**src/common/lcd_pkg.sv**
```systemverilog
// What this block does
// RULE_01: Loop-up present clears when more than 600 received bits miss the loop-up pattern in one 39.8 ms period.
// RULE_02: Loop-up present sets once more than 126 consecutive 39.8 ms periods each show fewer than 600 misses.
// RULE_03: Loop-down present clears when more than 600 received bits miss the loop-down pattern in one 39.8 ms period.
// RULE_04: Loop-down present sets once more than 126 consecutive 39.8 ms periods each show fewer than 600 misses.
// RULE_05: The loop-up code is pattern bits 7 down to 3, 2, 1 or 0 as its length select says; lower bits are ignored.
// RULE_06: The loop-down code is pattern bits 7 down to 3, 2, 1 or 0 as its length select says; lower bits are ignored.
// RULE_07: Loop-up pattern bit 7 is compared with the first received code bit, then successively lower bits.
// RULE_08: Loop-down pattern bit 7 is compared with the first received code bit, then successively lower bits.
// RULE_09: The loop-up change flag sets on every edge of loop-up present and clears only when software writes a one.
// RULE_10: The loop-down change flag sets on every edge of loop-down present and clears only when software writes a one.
// RULE_11: The loop-up change flag reaches the interrupt output only while its enable bit is one.
// RULE_12: The loop-down change flag reaches the interrupt output only while its enable bit is one.
// RULE_13: Loop-up length select 00 gives 5 bits, 01 gives 6 or 3, 10 gives 7, 11 gives 8 or 4.
// RULE_14: Loop-down length select uses the same mapping of 5, 6 or 3, 7, and 8 or 4 bits.
// RULE_15: With framing-bit skip at one framing bits are left out; at zero they are compared and the result dropped.
// RULE_16: The active-low interrupt is low while any enabled change flag is one and released once all are clear.
// RULE_17: Reset clears both present bits and both flags and restarts period counting from a period start.
package lcd_pkg;

	// ----------------------------------------
	// Register indices and byte address width
	// ----------------------------------------
	localparam logic [7:0] LCD_CFG_IDX = 8'h76;
	localparam logic [7:0] LCD_STATUS_IDX = 8'h77;
	localparam logic [7:0] LCD_UP_PAT_IDX = 8'h78;
	localparam logic [7:0] LCD_DOWN_PAT_IDX = 8'h79;
	localparam logic [7:0] LCD_IRQ_EN_IDX = 8'h7a;
	localparam logic [7:0] LCD_FLAGS_IDX = 8'h7b;
	localparam int LCD_ADDR_W = 12;

	// ----------------------------------------
	// Field positions and reset values
	// ----------------------------------------
	localparam int LCD_UP_BIT = 1;
	localparam int LCD_DOWN_BIT = 0;
	localparam int LCD_SKIP_BIT = 4;
	localparam logic [7:0] LCD_CFG_RST = 8'h04;
	localparam logic [7:0] LCD_UP_PAT_RST = 8'h08;
	localparam logic [7:0] LCD_DOWN_PAT_RST = 8'h24;
	localparam logic [7:0] LCD_IRQ_EN_RST = 8'h00;
	localparam logic [3:0] LCD_MIN_LEN = 4'h5;

	// ----------------------------------------
	// Timing and thresholds
	// ----------------------------------------
	localparam real LCD_CLK_MHZ = 20.0;
	localparam real LCD_PERIOD_MS = 39.8;
	localparam int LCD_PERIOD_CYC = $rtoi(LCD_PERIOD_MS * 1000.0 * LCD_CLK_MHZ);
	localparam int LCD_ERR_LIMIT = 600;
	localparam int LCD_GOOD_RUN = 126;

	// ----------------------------------------
	// Carriers
	// ----------------------------------------
	typedef struct packed {
		logic framing_bit_skip;
		logic [1:0] loop_down_len_sel;
		logic [1:0] loop_up_len_sel;
	} lcd_cfg_s;

	typedef struct packed {
		logic valid;
		logic data;
		logic framing;
	} lcd_rx_bit_s;

endpackage : lcd_pkg

```
**src/lcd_top.sv**
```systemverilog
`timescale 1ns/1ps

// ----------------------------------------
// One pattern matcher with period judgement
// ----------------------------------------
module lcd_matcher
	import lcd_pkg::*;
#(
	parameter int ERR_W = 20
)
(
	input wire logic pclk,
	input wire logic presetn,
	input wire logic [7:0] pattern,
	input wire logic [1:0] len_sel,
	input wire logic skip,
	input wire lcd_rx_bit_s rx,
	input wire logic period_end,
	output logic present_r
);

	logic [2:0] phase_r;
	logic [2:0] phase_nxt;
	logic [ERR_W-1:0] err_r;
	logic [ERR_W-1:0] err_nxt;
	logic [6:0] run_r;
	logic [6:0] run_nxt;
	logic present_nxt;

	// ----------------------------------------
	// Elaboration checks
	// ----------------------------------------
	if (ERR_W < $clog2(LCD_ERR_LIMIT + 2))
	begin : g_bad_err_w
		$error("ERR_W too narrow for the error limit");
	end

	if (LCD_GOOD_RUN > 127)
	begin : g_bad_run
		$error("Good-period limit exceeds the run counter");
	end

	// ----------------------------------------
	// Bit comparison
	// ----------------------------------------
	wire [3:0] code_len = LCD_MIN_LEN + {2'b00, len_sel}; // RULE_13 RULE_14
	wire [2:0] last_phase = 3'(code_len - 4'h1);
	wire [2:0] bit_pos = 3'(3'h7 - phase_r); // RULE_07 RULE_08
	wire expected = pattern[bit_pos]; // RULE_05 RULE_06
	wire step = rx.valid & ~(rx.framing & skip); // RULE_15
	wire counted = rx.valid & ~rx.framing; // RULE_15
	wire miss = counted & (rx.data != expected);
	wire err_full = &err_r;

	// Hunting: a miss holds the phase, slipping one bit against the stream
	assign phase_nxt = !step ? phase_r :
		miss ? phase_r :
		(phase_r >= last_phase) ? 3'h0 :
		3'(phase_r + 3'h1);

	// ----------------------------------------
	// Period judgement
	// ----------------------------------------
	wire good = err_r < ERR_W'(LCD_ERR_LIMIT);
	wire bad = err_r > ERR_W'(LCD_ERR_LIMIT);
	wire run_done = run_r >= 7'(LCD_GOOD_RUN);

	assign err_nxt = period_end ? {{(ERR_W-1){1'b0}}, miss} :
		(miss & ~err_full) ? ERR_W'(err_r + 1'b1) :
		err_r;

	assign run_nxt = !period_end ? run_r :
		!good ? 7'h00 :
		(&run_r) ? run_r :
		7'(run_r + 7'h01);

	assign present_nxt = !period_end ? present_r :
		bad ? 1'b0 : // RULE_01 RULE_03
		(good & run_done) ? 1'b1 : // RULE_02 RULE_04
		present_r;

	always_ff @(posedge pclk or negedge presetn)
	begin
		if (!presetn)
		begin
			phase_r <= 3'h0;
			err_r <= '0;
			run_r <= 7'h00;
			present_r <= 1'b0; // RULE_17
		end
		else
		begin
			phase_r <= phase_nxt;
			err_r <= err_nxt;
			run_r <= run_nxt;
			present_r <= present_nxt;
		end
	end

endmodule : lcd_matcher

// ----------------------------------------
// Loop code detector with APB registers
// ----------------------------------------
module lcd_top
	import lcd_pkg::*;
#(
	parameter int PERIOD_CYCLES = LCD_PERIOD_CYC
)
(
	input wire logic pclk,
	input wire logic presetn,
	input wire logic psel,
	input wire logic penable,
	input wire logic pwrite,
	input wire logic [LCD_ADDR_W-1:0] paddr,
	input wire logic [31:0] pwdata,
	output logic [31:0] prdata,
	output logic pready,
	output logic pslverr,
	input wire logic rx_bit_valid,
	input wire logic rx_bit,
	input wire logic rx_framing_bit,
	output logic irq_n
);

	localparam int PER_W = $clog2(PERIOD_CYCLES + 1);
	localparam int ERR_MIN_W = $clog2(LCD_ERR_LIMIT + 2);
	localparam int ERR_W = (PER_W + 1 > ERR_MIN_W) ? PER_W + 1 : ERR_MIN_W;

	// ----------------------------------------
	// Elaboration check
	// ----------------------------------------
	if (PERIOD_CYCLES < 2)
	begin : g_bad_period
		$error("PERIOD_CYCLES must be at least 2");
	end

	// ----------------------------------------
	// Registers and state
	// ----------------------------------------
	lcd_cfg_s cfg_r;
	logic [7:0] up_pat_r;
	logic [7:0] down_pat_r;
	logic up_irq_en_r;
	logic down_irq_en_r;
	logic up_flag_r;
	logic down_flag_r;
	logic up_prev_r;
	logic down_prev_r;
	logic [PER_W-1:0] per_cnt_r;
	logic [31:0] prdata_r;
	logic pready_r;
	logic pslverr_r;
	logic irq_n_r;
	logic loop_up_present;
	logic loop_down_present;
	lcd_rx_bit_s rx;

	assign rx.valid = rx_bit_valid;
	assign rx.data = rx_bit;
	assign rx.framing = rx_framing_bit;

	// ----------------------------------------
	// APB decode
	// ----------------------------------------
	wire [LCD_ADDR_W-1:0] a_cfg = {2'b00, LCD_CFG_IDX, 2'b00};
	wire [LCD_ADDR_W-1:0] a_status = {2'b00, LCD_STATUS_IDX, 2'b00};
	wire [LCD_ADDR_W-1:0] a_up = {2'b00, LCD_UP_PAT_IDX, 2'b00};
	wire [LCD_ADDR_W-1:0] a_down = {2'b00, LCD_DOWN_PAT_IDX, 2'b00};
	wire [LCD_ADDR_W-1:0] a_en = {2'b00, LCD_IRQ_EN_IDX, 2'b00};
	wire [LCD_ADDR_W-1:0] a_flags = {2'b00, LCD_FLAGS_IDX, 2'b00};

	wire hit_cfg = paddr == a_cfg;
	wire hit_status = paddr == a_status;
	wire hit_up = paddr == a_up;
	wire hit_down = paddr == a_down;
	wire hit_en = paddr == a_en;
	wire hit_flags = paddr == a_flags;
	wire hit_any = hit_cfg | hit_status | hit_up | hit_down | hit_en | hit_flags;

	wire setup = psel & ~penable;
	wire access = psel & penable & pready_r;
	wire wr = access & pwrite & hit_any;

	wire [7:0] status_val = (8'h01 << LCD_UP_BIT) & {8{loop_up_present}} |
		(8'h01 << LCD_DOWN_BIT) & {8{loop_down_present}};
	wire [7:0] en_val = (8'h01 << LCD_UP_BIT) & {8{up_irq_en_r}} |
		(8'h01 << LCD_DOWN_BIT) & {8{down_irq_en_r}};
	wire [7:0] flags_val = (8'h01 << LCD_UP_BIT) & {8{up_flag_r}} |
		(8'h01 << LCD_DOWN_BIT) & {8{down_flag_r}};

	wire [7:0] rd_byte;
	assign rd_byte = hit_cfg ? {3'b000, cfg_r} :
		hit_status ? status_val :
		hit_up ? up_pat_r :
		hit_down ? down_pat_r :
		hit_en ? en_val :
		hit_flags ? flags_val :
		8'h00;

	// ----------------------------------------
	// APB response
	// ----------------------------------------
	always_ff @(posedge pclk or negedge presetn)
	begin
		if (!presetn)
		begin
			prdata_r <= 32'h0000_0000;
			pready_r <= 1'b0;
			pslverr_r <= 1'b0;
		end
		else
		begin
			pready_r <= setup;
			pslverr_r <= setup & ~hit_any;
			if (setup)
			begin
				prdata_r <= {24'h00_0000, pwrite ? 8'h00 : rd_byte};
			end
		end
	end

	assign prdata = prdata_r;
	assign pready = pready_r;
	assign pslverr = pslverr_r;

	// ----------------------------------------
	// Software registers
	// ----------------------------------------
	always_ff @(posedge pclk or negedge presetn)
	begin
		if (!presetn)
		begin
			cfg_r <= lcd_cfg_s'(LCD_CFG_RST[4:0]);
			up_pat_r <= LCD_UP_PAT_RST;
			down_pat_r <= LCD_DOWN_PAT_RST;
			up_irq_en_r <= LCD_IRQ_EN_RST[LCD_UP_BIT];
			down_irq_en_r <= LCD_IRQ_EN_RST[LCD_DOWN_BIT];
		end
		else if (wr)
		begin
			if (hit_cfg)
			begin
				cfg_r <= lcd_cfg_s'(pwdata[LCD_SKIP_BIT:0]);
			end
			if (hit_up)
			begin
				up_pat_r <= pwdata[7:0];
			end
			if (hit_down)
			begin
				down_pat_r <= pwdata[7:0];
			end
			if (hit_en)
			begin
				up_irq_en_r <= pwdata[LCD_UP_BIT];
				down_irq_en_r <= pwdata[LCD_DOWN_BIT];
			end
		end
	end

	// ----------------------------------------
	// Fixed measurement period
	// ----------------------------------------
	wire period_end = per_cnt_r == PER_W'(PERIOD_CYCLES - 1);

	always_ff @(posedge pclk or negedge presetn)
	begin
		if (!presetn)
		begin
			per_cnt_r <= '0; // RULE_17
		end
		else
		begin
			per_cnt_r <= period_end ? '0 : PER_W'(per_cnt_r + 1'b1);
		end
	end

	// ----------------------------------------
	// Matchers
	// ----------------------------------------
	lcd_matcher #(
		.ERR_W(ERR_W)
	) u_up (
		.pclk(pclk),
		.presetn(presetn),
		.pattern(up_pat_r),
		.len_sel(cfg_r.loop_up_len_sel),
		.skip(cfg_r.framing_bit_skip),
		.rx(rx),
		.period_end(period_end),
		.present_r(loop_up_present)
	);

	lcd_matcher #(
		.ERR_W(ERR_W)
	) u_down (
		.pclk(pclk),
		.presetn(presetn),
		.pattern(down_pat_r),
		.len_sel(cfg_r.loop_down_len_sel),
		.skip(cfg_r.framing_bit_skip),
		.rx(rx),
		.period_end(period_end),
		.present_r(loop_down_present)
	);

	// ----------------------------------------
	// Change flags and interrupt
	// ----------------------------------------
	wire up_edge = loop_up_present ^ up_prev_r;
	wire down_edge = loop_down_present ^ down_prev_r;
	wire up_clr = wr & hit_flags & pwdata[LCD_UP_BIT];
	wire down_clr = wr & hit_flags & pwdata[LCD_DOWN_BIT];
	wire up_flag_nxt = up_edge | (up_flag_r & ~up_clr); // RULE_09
	wire down_flag_nxt = down_edge | (down_flag_r & ~down_clr); // RULE_10
	wire irq_nxt = (up_flag_nxt & up_irq_en_r) | // RULE_11
		(down_flag_nxt & down_irq_en_r); // RULE_12

	always_ff @(posedge pclk or negedge presetn)
	begin
		if (!presetn)
		begin
			up_prev_r <= 1'b0;
			down_prev_r <= 1'b0;
			up_flag_r <= 1'b0; // RULE_17
			down_flag_r <= 1'b0;
			irq_n_r <= 1'b1;
		end
		else
		begin
			up_prev_r <= loop_up_present;
			down_prev_r <= loop_down_present;
			up_flag_r <= up_flag_nxt;
			down_flag_r <= down_flag_nxt;
			irq_n_r <= ~irq_nxt; // RULE_16
		end
	end

	assign irq_n = irq_n_r;

endmodule : lcd_top

```
**config.mk**
```make
export PLATFORM = sky130hd
export DESIGN_NAME = lcd_top
export DESIGN_NICKNAME = d
export VERILOG_FILES = /design/src/common/lcd_pkg.sv /design/src/lcd_top.sv
export SDC_FILE = /design/constraint.sdc
export NUM_CORES = 1
export LEC_CHECK = 0
export ABC_AREA = 0
export BUFFER_PORTS_ARGS = -buffer_cell sky130_fd_sc_hd__buf_2
export CORE_UTILIZATION = 26
export CTS_BUF_LIST = sky130_fd_sc_hd__clkbuf_8
export DETAILED_ROUTE_END_ITERATION = 8
export GPL_TIMING_DRIVEN = 0
export PLACE_DENSITY_LB_ADDON = 0.12
export REMOVE_ABC_BUFFERS = 1
export SLEW_MARGIN = 0
export SYNTH_ARGS = -nofsm -noshare
export SYNTH_HDL_FRONTEND = slang
export SYNTH_HIERARCHICAL = 1
export SYNTH_SLANG_ARGS = --single-unit
```
**constraint.sdc**
```tcl
create_clock -name pclk -period 6.4 [get_ports pclk]
set_clock_uncertainty 0.1 [all_clocks]
set_input_delay 0.32 -clock pclk [delete_from_list [all_inputs] [get_ports pclk]]
set_output_delay 0.32 -clock pclk [all_outputs]
set_load 0.02 [all_outputs]
```
* Yosys cells after proc, flatten, opt, wreduce, memory -nomap -nowiden
Cells that the tools add are included.
** Storage, ports and cells
- Flip-flop bits (word level) :: 122
- Output and inout port bits :: 35
- Logic and storage cells :: 148
- Input bits :: 52
** Operators by class
- Bitwise operators :: 46
- Magnitude comparators :: 10
- Eq/ne operators :: 11
- Reductions and logical operators :: 18
- Mux-type cells :: 26
- $add $sub $neg :: 13
** Operators with widths (number)
- 21-bit 2-to-1 mux :: 4
- 12-bit by 9-bit equality test with 1-bit output, second input constant :: 6
- 21-bit by 1-bit adder with 21-bit output, second input constant :: 2
- 21-bit by 10-bit greater-than comparator with 1-bit output, second input constant :: 2
- 21-bit by 10-bit less-than comparator with 1-bit output, second input constant :: 2
- 21-bit AND reduction :: 2
- 8-bit 2-to-1 mux :: 5
- 7-bit 2-to-1 mux :: 4
- 1-bit AND :: 22
- 20-bit by 1-bit adder with 20-bit output, second input constant :: 1
- 20-bit equality test, second input constant :: 1
- 20-bit 2-to-1 mux :: 1
- 2-bit AND reduction :: 10
- 7-bit by 1-bit adder with 7-bit output, second input constant :: 2
- 7-bit greater-or-equal comparator, second input constant :: 2
- 7-bit AND reduction :: 2
- 1-bit inverter :: 11
- 3-bit by 4-bit less-than comparator with 1-bit output, second input constant :: 2
- 1-bit OR :: 8
- 2-bit nonzero test :: 4
- 3-bit by 1-bit adder with 3-bit output, second input constant :: 2
- 3-bit by 2-bit adder with 3-bit output, first input constant :: 2
- 1-bit binary-select mux with 3-bit select :: 2
- 3-bit greater-or-equal comparator :: 2
- 9 further kinds :: 23

* Longest topological paths before layout
Gate-level depths: netlist of run 1.
- Word-level depth :: 15
- Gate-level depth with buffers :: 10
- Mapped depth without buffers :: 9

* Cells and area by module
The synthesis of run 1 kept the hierarchy.
** By module, submodules not included
- lcd_top :: area each 2921.6 sq um, cells an instance 255, instances 1, seq. area each 1457.6 sq um
- lcd_matcher at u_down :: area each 2090.8 sq um, cells an instance 231, instances 1, seq. area each 800.8 sq um
- lcd_matcher at u_up :: area each 2065.7 sq um, cells an instance 228, instances 1, seq. area each 800.8 sq um

* Least setup slack after synthesis of run 1
No wires, ideal clock.
- Path kind :: register to register
- Start point :: register per_cnt_r[0]
- End point :: register u_up.err_r[10]
- Slack :: 3.830 ns
- Data required time :: 6.164 ns
- Library setup time :: 0.136 ns
- Period minus slack after synthesis :: 2.570 ns
- Cell stages (with the launch flop) :: 9
- Data arrival time :: 2.333 ns
- Path buffers :: 3
- Cells stage by stage :: dfrtp_1 -> ha_1 -> and4_1 -> nand4_1 -> nor2_1 -> clkbuf_1 -> clkbuf_1 -> clkbuf_1 -> a21oi_1
** Between the ends
- Word-level cells in the longest chain between the ends :: 2
- Elaborated cells between the ends (all ways) :: 3
- Those cells by class :: 1 x eq/ne; 1 x mux; 1 x reduce/logical
** RTL lines
- start: declaration :: RTL line lcd_top.sv:151 : logic [PER_W-1:0] per_cnt_r;
- start signal: assignment :: RTL line lcd_top.sv:276 : per_cnt_r <= period_end ? '0 : PER_W'(per_cnt_r + 1'b1);
- 20-bit equality test * :: RTL line lcd_top.sv:266 : wire period_end = per_cnt_r == PER_W'(PERIOD_CYCLES - 1);
- via period_end :: RTL line lcd_top.sv:266
- 21-bit 2-to-1 mux or 2-bit nonzero test (tied branches)
- end signal: assignment :: RTL line lcd_top.sv:94 : err_r <= err_nxt;
- end: declaration :: RTL line lcd_top.sv:24 : logic [ERR_W-1:0] err_r;
The timed path passes the listed nets; every way through them passes the cells marked *.
A chain may end at the register's enable or synchronous reset.

* Worst setup path after layout of run 1
- Start point :: register u_down.err_r[0]
- End point :: register u_down.err_r[2]
** Between the ends
- Word-level cells in the longest chain between the ends :: 4
- Elaborated cells between the ends (all ways) :: 7
- Those cells by class :: 1 x add/sub; 2 x mux; 2 x bitwise; 2 x reduce/logical
** RTL lines (RTL line)
- start: declaration :: lcd_top.sv:24
- start signal: assignment :: lcd_top.sv:94
- parallel branches: the longest is 4 deep, another holds 21-bit by 1-bit adder with 21-bit output
Several ways; the timed one is not identified. The select of a mux whose other input is x is not followed.

==> results of run 1 <==
==> cells by family (layout without fill, tap and decap cells) <==
logic type	count (synthesis)	in the layout
buffers and inverters	91	112
AO/OA/AOI/OAI	125	125
adder cells (fa/ha/maj)	15	15
AND/OR/NAND/NOR	277	277
other	1	24
XOR/XNOR	17	17
flip-flops	122	122
multiplexers	66	66
==> worst reg2reg max path: cells and delay by family, from the launching register on <==
family	cells	cell delay, ns
AO/OA/AOI/OAI	1	0.30
AND/OR/NAND/NOR	4	1.96
adder cells (fa/ha/maj)	1	0.25
flip-flops	1	0.42
==> registers in the layout (all words and copies together) (netlist names), 3 cells and up <==
register	flops
u_down/run_r	7
prdata	8
up_pat_r	8
u_down/err_r	21
u_down/phase_r	3
cfg_r	5
u_up/phase_r	3
per_cnt_r	20
u_up/err_r	21
down_pat_r	8
u_up/run_r	7
==> final cells by class <==
class / instances / area, µm²
Sequential cell: 122 / 3060
Clock buffer: 17 / 234
Inverter: 35 / 131
Multi-Input combinational cell: 524 / 3610
Tap cell: 341 / 427
Clock inverter: 15 / 238
Fill cell: 2748 / 18800
Timing Repair Buffer: 45 / 312
==> placed cells by master, fill, tap and decap left out, types with 4 or more instances in the layout <==
cell type and n:
or2_2 4, nor2_1 45, mux2i_1 26, nor3b_1 5
conb_1 24, nand4_1 29, or4_1 17, inv_1 36
xnor2_1 6, o31ai_1 20, o21ai_0 24, inv_6 5
a21o_1 8, or3_1 7, dfstp_2 5, nand2b_1 8
mux2_2 32, o22ai_1 7, buf_2 37, nand3_1 41
and4_1 10, a21oi_1 42, xor2_1 11, dfrtp_1 117
clkbuf_8 17, nor2b_1 14, dlygate4sd3_1 4, bufinv_16 5
a31oi_1 4, ha_1 15, nor3_1 10, nand2_1 41
nor4_1 14
==> power groups by stage <==
stage,Combinational (mW),Clock [mW],Sequential (mW)
after detailed placement,0.247,0,0.906
after global placement,0.238,0,0.905
after CTS,0.249,0.865,0.892
final,0.246,0.831,0.893
after global routing,0.284,0.905,0.904
after floorplan,0.174,0,0.887
==> how the worst min path moves through the flow <==
stage / to / startpoint
final: up_pat_r[2] / pwdata[2]
after global routing: up_pat_r[2] / pwdata[2]
after CTS: up_pat_r[2] / pwdata[2]
after detailed placement: u_up/run_r[0] / presetn
after global placement: down_prev_r / u_down/present_r
after floorplan: cfg_r[0] / presetn
==> layer usage <==
layer  up-vias  wire length [µm]  track usage [%]
li1       2651                 -                -
met1      2687              7990             16.3
met2        78              7710             19.5
met3        11               447             2.73
met4         0               137             3.58
met5         -                 0                0
==> through the flow <==
stage | power (mW) | instance area (µm²) | hold WS [ns] | util (%) | instances
global route | 2.09 | 8010 | 0.00198 | 29.9 | 1099
floorplan | 1.06 | 6770 | -0.0756 | - | 681
CTS | 2.01 | 8010 | 0.00861 | 29.9 | 1099
detailed placement | 1.15 | 7500 | 0.201 | 28.0 | 1063
global placement | 1.14 | 7390 | 0.350 | 27.6 | 1060
finish | 1.97 | 8010 | 0.0423 | 29.9 | 1099
==> what timing repair did <==
action | 4_1_cts | 5_1_grt
hold endpoints to repair | 50 | 0
setup endpoints to repair | 0 | 0
resized for setup | 0 | 0
hold buffers | 4 | 0
==> flow_summary_export.csv, run 1 <==
group,metric,value,unit
worst_setup_path,critical_path.startpoint,"u_down/err_r[0]",
worst_setup_path,worst_setup_path_end_kind,"register",
worst_setup_path,cp.buffers_inverters,0,
timing,post-route-period-util,48.7,%
synth,synth-compound-area-share,11.1,%
timing,timing.final.hold_violations,0,
cells_and_area,layout-drive-gt1-share,17.9,%
clock_tree,cts_num_sinks,122,
timing,layout_setup_ws,3.28,ns
timing,setup-tns-final,0,ns
power_and_ir_drop,combinational_group_share_of_total_power,12.5,%
worst_setup_path,critPathMaxStageDelay,0.92,ns
floorplan,rows,60,
timing,worst_slew_pin_slew,1.13,ns
global_routing,grt_max_degree,78,
clock_tree,clk_pin_slew,0.08,ns
route,detail_route.first_pass.iterations,6,
worst_setup_path,worst-endpoint-required,6.63,ns
worst_setup_path,worst_setup_path_endpoint,"u_down/err_r[2]",
power_and_ir_drop,power.share.switching,28.8,%
floorplan,coreArea,26800,µm²
global_routing,grt_pass1_wl,27500,µm
worst_setup_path,worst-endpoint-arrival,3.34,ns
global_routing,grt_pass1_vias,5364,
synth,synthSimpleGateAreaFrac,22.9,%
synth,synthMuxAreaShare,10.6,%
synth,synth_edf_count,0,
min_path,whs_path_depth,2,
power_and_ir_drop,power.clock.fraction,42.2,%
synth,yosysMostFrequentCell,"dfrtp_1",
synth,syn_avg_cell_area,9.91,µm²
synth,netlist.area_leader.share,41.4,%
floorplan,die_width,167,µm
place,detailedPlacementHpwl,11000,µm
synth,yosys.area_share.adder,2.65,%
clock_tree,ctsRootBufferMaster,"clkbuf_8",
cells_and_area,areaGrowthSynthToFinish,13.2,%
flow_run,max-cap-violations,0,
min_path,hold_path_class,"primary input to register",
power_and_ir_drop,pwr_density_cell,246,nW/µm²
route,num_vias,5427,
worst_setup_path,critical-path-slowest-cell,"nor3_4",
synth,netlist_top_cells_count,"dfrtp_1 (117), nor2_1 (46), a21oi_1 (42)",
synth,yosys_register_bits,122,
power_and_ir_drop,power.switching,0.568,mW
synth,area_of_the_mapped_netlist,7080,µm²
worst_setup_path,rr_endpoint,"u_down/err_r[2]",
timing,report.final.setup_viol,0,
timing,max_clock_freq,0.321,GHz
power_and_ir_drop,sequential_fraction_of_design_power,45.3,%
floorplan,floorplan.initialDensity,26.4,%
synth,netlist_top_cells_area,"dfrtp_1 (41%), mux2_2 (5.1%), mux2i_1 (3.8%)",
power_and_ir_drop,p_int,1.40,mW
synth,async_flop_share,100,%
worst_setup_path,crit_path_max_fanout,34,
floorplan,dieArea,27900,µm²
floorplan,io_pins,87,
clock_tree,clock_path_buffers,2,
synth,ys_warn_count,6,
worst_setup_path,critical_path.cell_chain,"ha_1 > nand4_1 > or4_4 > nor3_4 > nor2_1 > a31o_2",
clock_tree,post_cts.repair.setup_buffers,0,
floorplan,die_height,167,µm
worst_setup_path,critical_path.reg2reg.startpoint,"u_down/err_r[0]",
synth,synthFlopType,"dfrtp_1",
route,detail_route.drc_violations,0,
global_routing,grtUsageTotal,12.2,%
power_and_ir_drop,vdd_drop_max,0.000126,V
worst_setup_path,timing.critical_path.from_type,"register",
route,detail_route.vias_per_cell,4.94,
clock_tree,tritoncts_clock_tree,"done",
timing,grt_setup_unrepaired,"false",
place,dpl_worst_slack,3.25,ns
timing,slew-limit-headroom,24.3,%
place,io_buffer_count,38,
worst_setup_path,path_depth,6,
route,detail_route.iter0.violations,286,
timing,final_count_of_pins_violating_max_slew,0,
worst_setup_path,timing.reg2reg.setup_slack,3.28,ns
worst_setup_path,critical_path_class,"register to register",
cells_and_area,number_of_nets_in_the_final_layout,812,
clock_tree,number_of_buffers_inserted_during_clock_tree_synthesis,17,
worst_setup_path,ff2ff_path_depth,6,
place,place_congestion,0.763,
synth,synth-xor-area-share,2.10,%
synth,ys_seq_area_share,43.2,%
route,detail_route.wl_per_cell,14.8,µm
timing,post-route-min-period,3.12,ns
global_routing,grt_antenna_before_repair,0,
power_and_ir_drop,power_leakage,3.45,nW
synth,synth_top_family_by_area,"simple AND/OR/NAND/NOR gates",
status,run_status,"finished, final reports clean",
worst_setup_path,critPathTopFamily,"simple AND/OR/NAND/NOR gates",
global_routing,final_global_route_overflow_total,0,
clock_tree,insertion_delay_of_the_later_clocked_pin_in_the_worst_skew_pair,0.44,ns
synth,ys_types,70,
route,routed_wirelength,16300,µm
synth,netlist.top_cell.by_area,"dfrtp_1",
route,ant_nets,0,
clock_tree,htreeDepth,4,
cells_and_area,num_antenna_cells,0,
synth,post_synth_inst_count,714,
Note: power is estimated with default switching activity, not from simulation.
==> run 2, diff against run 1 <==
Settings changed: ABC_AREA 0 to 1.
Clock period 6.4 ns to 3.3 ns, I/O delays scaled along.
==> run 2 against run 1 <==
Effect of this change:
- register-to-register slack lost 2.8 ns
- critical path depth up 2
- combinational power grew to 3.1 times the previous value
- clock power rose by 82%
- synthesized cell count is 45% higher
- largest power group unchanged
- highest routed layer unchanged
==> flow_summary_export.csv, run 2 <==
group,metric,value,unit
power_and_ir_drop,power.total,3.98,mW
worst_setup_path,critical_path.reg2reg.startpoint,"per_cnt_r[0]",
timing,final_count_of_pins_violating_max_slew,0,
timing,post-route-period-util,84.2,%
status,run_status,"finished, final reports clean",
global_routing,grtUsageTotal,13.7,%
floorplan,die_height,174,µm
clock_tree,tritoncts_clock_tree,"done",
timing,max_clock_freq,0.360,GHz
worst_setup_path,crit_path_max_fanout,17,
worst_setup_path,worst-endpoint-required,3.59,ns
flow_run,max-cap-violations,0,
clock_tree,ctsRootBufferMaster,"clkbuf_8",
worst_setup_path,timing.critical_path.from_type,"register",
route,detail_route.iter0.violations,390,
cells_and_area,number_of_nets_in_the_final_layout,1159,
timing,slew-limit-headroom,37.8,%
cells_and_area,top_regs,"u_down/err_r: 21 flops, u_up/err_r: 21 flops, per_cnt_r: 20 flops",
global_routing,final_global_route_overflow_total,0,
synth,syn_avg_cell_area,7.41,µm²
worst_setup_path,worst-endpoint-arrival,3.07,ns
power_and_ir_drop,vdd_drop_max,0.000266,V
synth,synthFlopType,"dfrtp_1",
synth,async_flop_share,100,%
min_path,hold_path_class,"primary input to register",
floorplan,rows,62,
clock_tree,clock_path_buffers,2,
timing,grt_setup_unrepaired,"false",
synth,post_synth_inst_count,1034,
floorplan,die_width,174,µm
place,io_buffer_count,38,
worst_setup_path,critical_path.startpoint,"per_cnt_r[0]",
synth,area_of_the_mapped_netlist,7660,µm²
power_and_ir_drop,power_leakage,4.30,nW
power_and_ir_drop,pwr_density_cell,451,nW/µm²
route,detail_route.drc_violations,0,
worst_setup_path,rr_endpoint,"u_up/err_r[7]",
cells_and_area,final_common_cell,"nand2_1",
route,routed_wirelength,19900,µm
global_routing,grt_antenna_before_repair,0,
timing,report.final.setup_viol,0,
cells_and_area,final_cell_count_no_fill,1490,
worst_setup_path,worst_setup_path_end_kind,"register",
global_routing,grt_pass1_wl,33600,µm
route,num_vias,6508,
timing,worst_slew_pin_slew,0.927,ns
worst_setup_path,worst_setup_path_endpoint,"u_up/err_r[7]",
floorplan,coreArea,28900,µm²
synth,yosys_register_bits,122,
floorplan,floorplan.initialDensity,26.6,%
synth,netlist.top_cell.by_area,"dfrtp_1",
route,ant_nets,0,
route,detail_route.wl_per_cell,13.4,µm
clock_tree,htreeDepth,4,
floorplan,dieArea,30200,µm²
timing,timing.final.hold_violations,0,
place,numPlacedInstances,1436,
timing,post-route-min-period,2.78,ns
synth,ys_warn_count,6,
place,place_congestion,0.765,
route,detail_route.vias_per_cell,4.37,
clock_tree,number_of_buffers_inserted_during_clock_tree_synthesis,17,
place,detailedPlacementHpwl,13700,µm
synth,ys_types,47,
timing,setup-tns-final,0,ns
synth,netlist.area_leader.share,38.2,%
worst_setup_path,critical_path_class,"register to register",
worst_setup_path,timing.reg2reg.setup_slack,0.52,ns
global_routing,grt_max_degree,71,
clock_tree,clk_pin_slew,0.08,ns
cells_and_area,layout-drive-gt1-share,13.3,%
clock_tree,insertion_delay_of_the_later_clocked_pin_in_the_worst_skew_pair,0.45,ns
global_routing,grt_pass1_vias,6487,
synth,synth_edf_count,0,
cells_and_area,most_frequent_cells_in_the_layout,"nand2_1 (267), inv_1 (137), dfrtp_1 (117), nor2_1 (97), nand3_1 (95)",
clock_tree,cts_num_sinks,122,
cells_and_area,areaGrowthSynthToFinish,14.9,%
synth,netlist_top_cells_area,"dfrtp_1 (38%), nand2_1 (13%), inv_1 (6.8%)",
synth,ys_seq_area_share,39.9,%
timing,hold-worst-slack,0.0344,ns
route,detail_route.first_pass.iterations,4,
floorplan,io_pins,87,
synth,netlist_top_cells_count,"nand2_1 (268), inv_1 (139), dfrtp_1 (117)",
worst_setup_path,ff2ff_path_depth,8,
synth,yosysMostFrequentCell,"nand2_1",
run 2: routing by layer:
layer / wire length (µm) / global-route usage (%) / share of wire, % / up-vias
li1: - / - / - / 3394
met1: 10000 / 18.7 / 50 / 3017
met2: 9160 / 22.0 / 46 / 81
met3: 475 / 2.41 / 2.4 / 16
met4: 234 / 4.20 / 1.2 / 0
met5: 0 / 0 / 0 / -
run 2: cell type report:
type | instances | area, µm²
clock buffers | 18 | 248
well taps | 384 | 480
diodes | 1 | 2.50
clock inverters | 14 | 194
repair buffers | 57 | 402
multi-input cells | 748 | 3850
flip-flops and latches | 122 | 3060
fillers | 3149 | 20100
inverters | 143 | 548
repair inverters | 3 | 20.0
run 2: worst max-delay path, stage by stage, from the launching register on:
cell        delay [ns]
dfrtp_1           0.45
ha_1              0.27
nand3_2           0.12
inv_2             0.06
nand4_1           0.24
clkinvlp_2        0.83
a211oi_1          0.48
nand2_1           0.09
nand2_1           0.08
run 2: where the power goes:
part / internal, mW / total [mW] / switching, mW
clock: 0.845 / 1.51 / 0.668
sequential: 1.58 / 1.70 / 0.123
combinational: 0.273 / 0.763 / 0.490
run 2: per-stage QoR:
step,area [µm²],utilization [%],worst slack [ns]
finish,8810,30.5,0.521
global route,8800,30.5,0.260
CTS,8730,30.2,0.0309
detailed placement,8150,28.2,-0.541
global placement,8120,28.1,-0.524
floorplan,7450,-,0.644
run 2: worst min-delay path by stage:
stage	from	endpoint	cells after the start
floorplan	presetn	cfg_r[0]	0
global placement	penable	pready	2
detailed placement	presetn	u_up/err_r[8]	1
CTS	rx_framing_bit	u_up/err_r[20]	4
global route	paddr[2]	down_irq_en_r	4
finish	paddr[2]	down_irq_en_r	4
run 2: logic make-up after synthesis:
| family | Yosys count | share of synthesized area, % |
|---|---|---|
| DFF | 122 | 39.9 |
| xor gates and xnor gates | 32 | 3.66 |
| AOI/OAI and AO/OA | 104 | 7.92 |
| adders and majority gates | 15 | 2.45 |
| and+or+nand+nor | 573 | 35.0 |
| other | 1 | 0.0489 |
| buffers and inverters | 187 | 11.0 |
run 2: timing repair:
| item | in CTS | in global routing |
|---|---|---|
| endpoints found under the setup margin | 40 | 40 |
| gates cloned | 0 | 3 |
| buffers inserted | 0 | 6 |
| resized for setup | 4 | 2 |
| hold endpoints to repair | 77 | 0 |
| hold buffers | 12 | 0 |
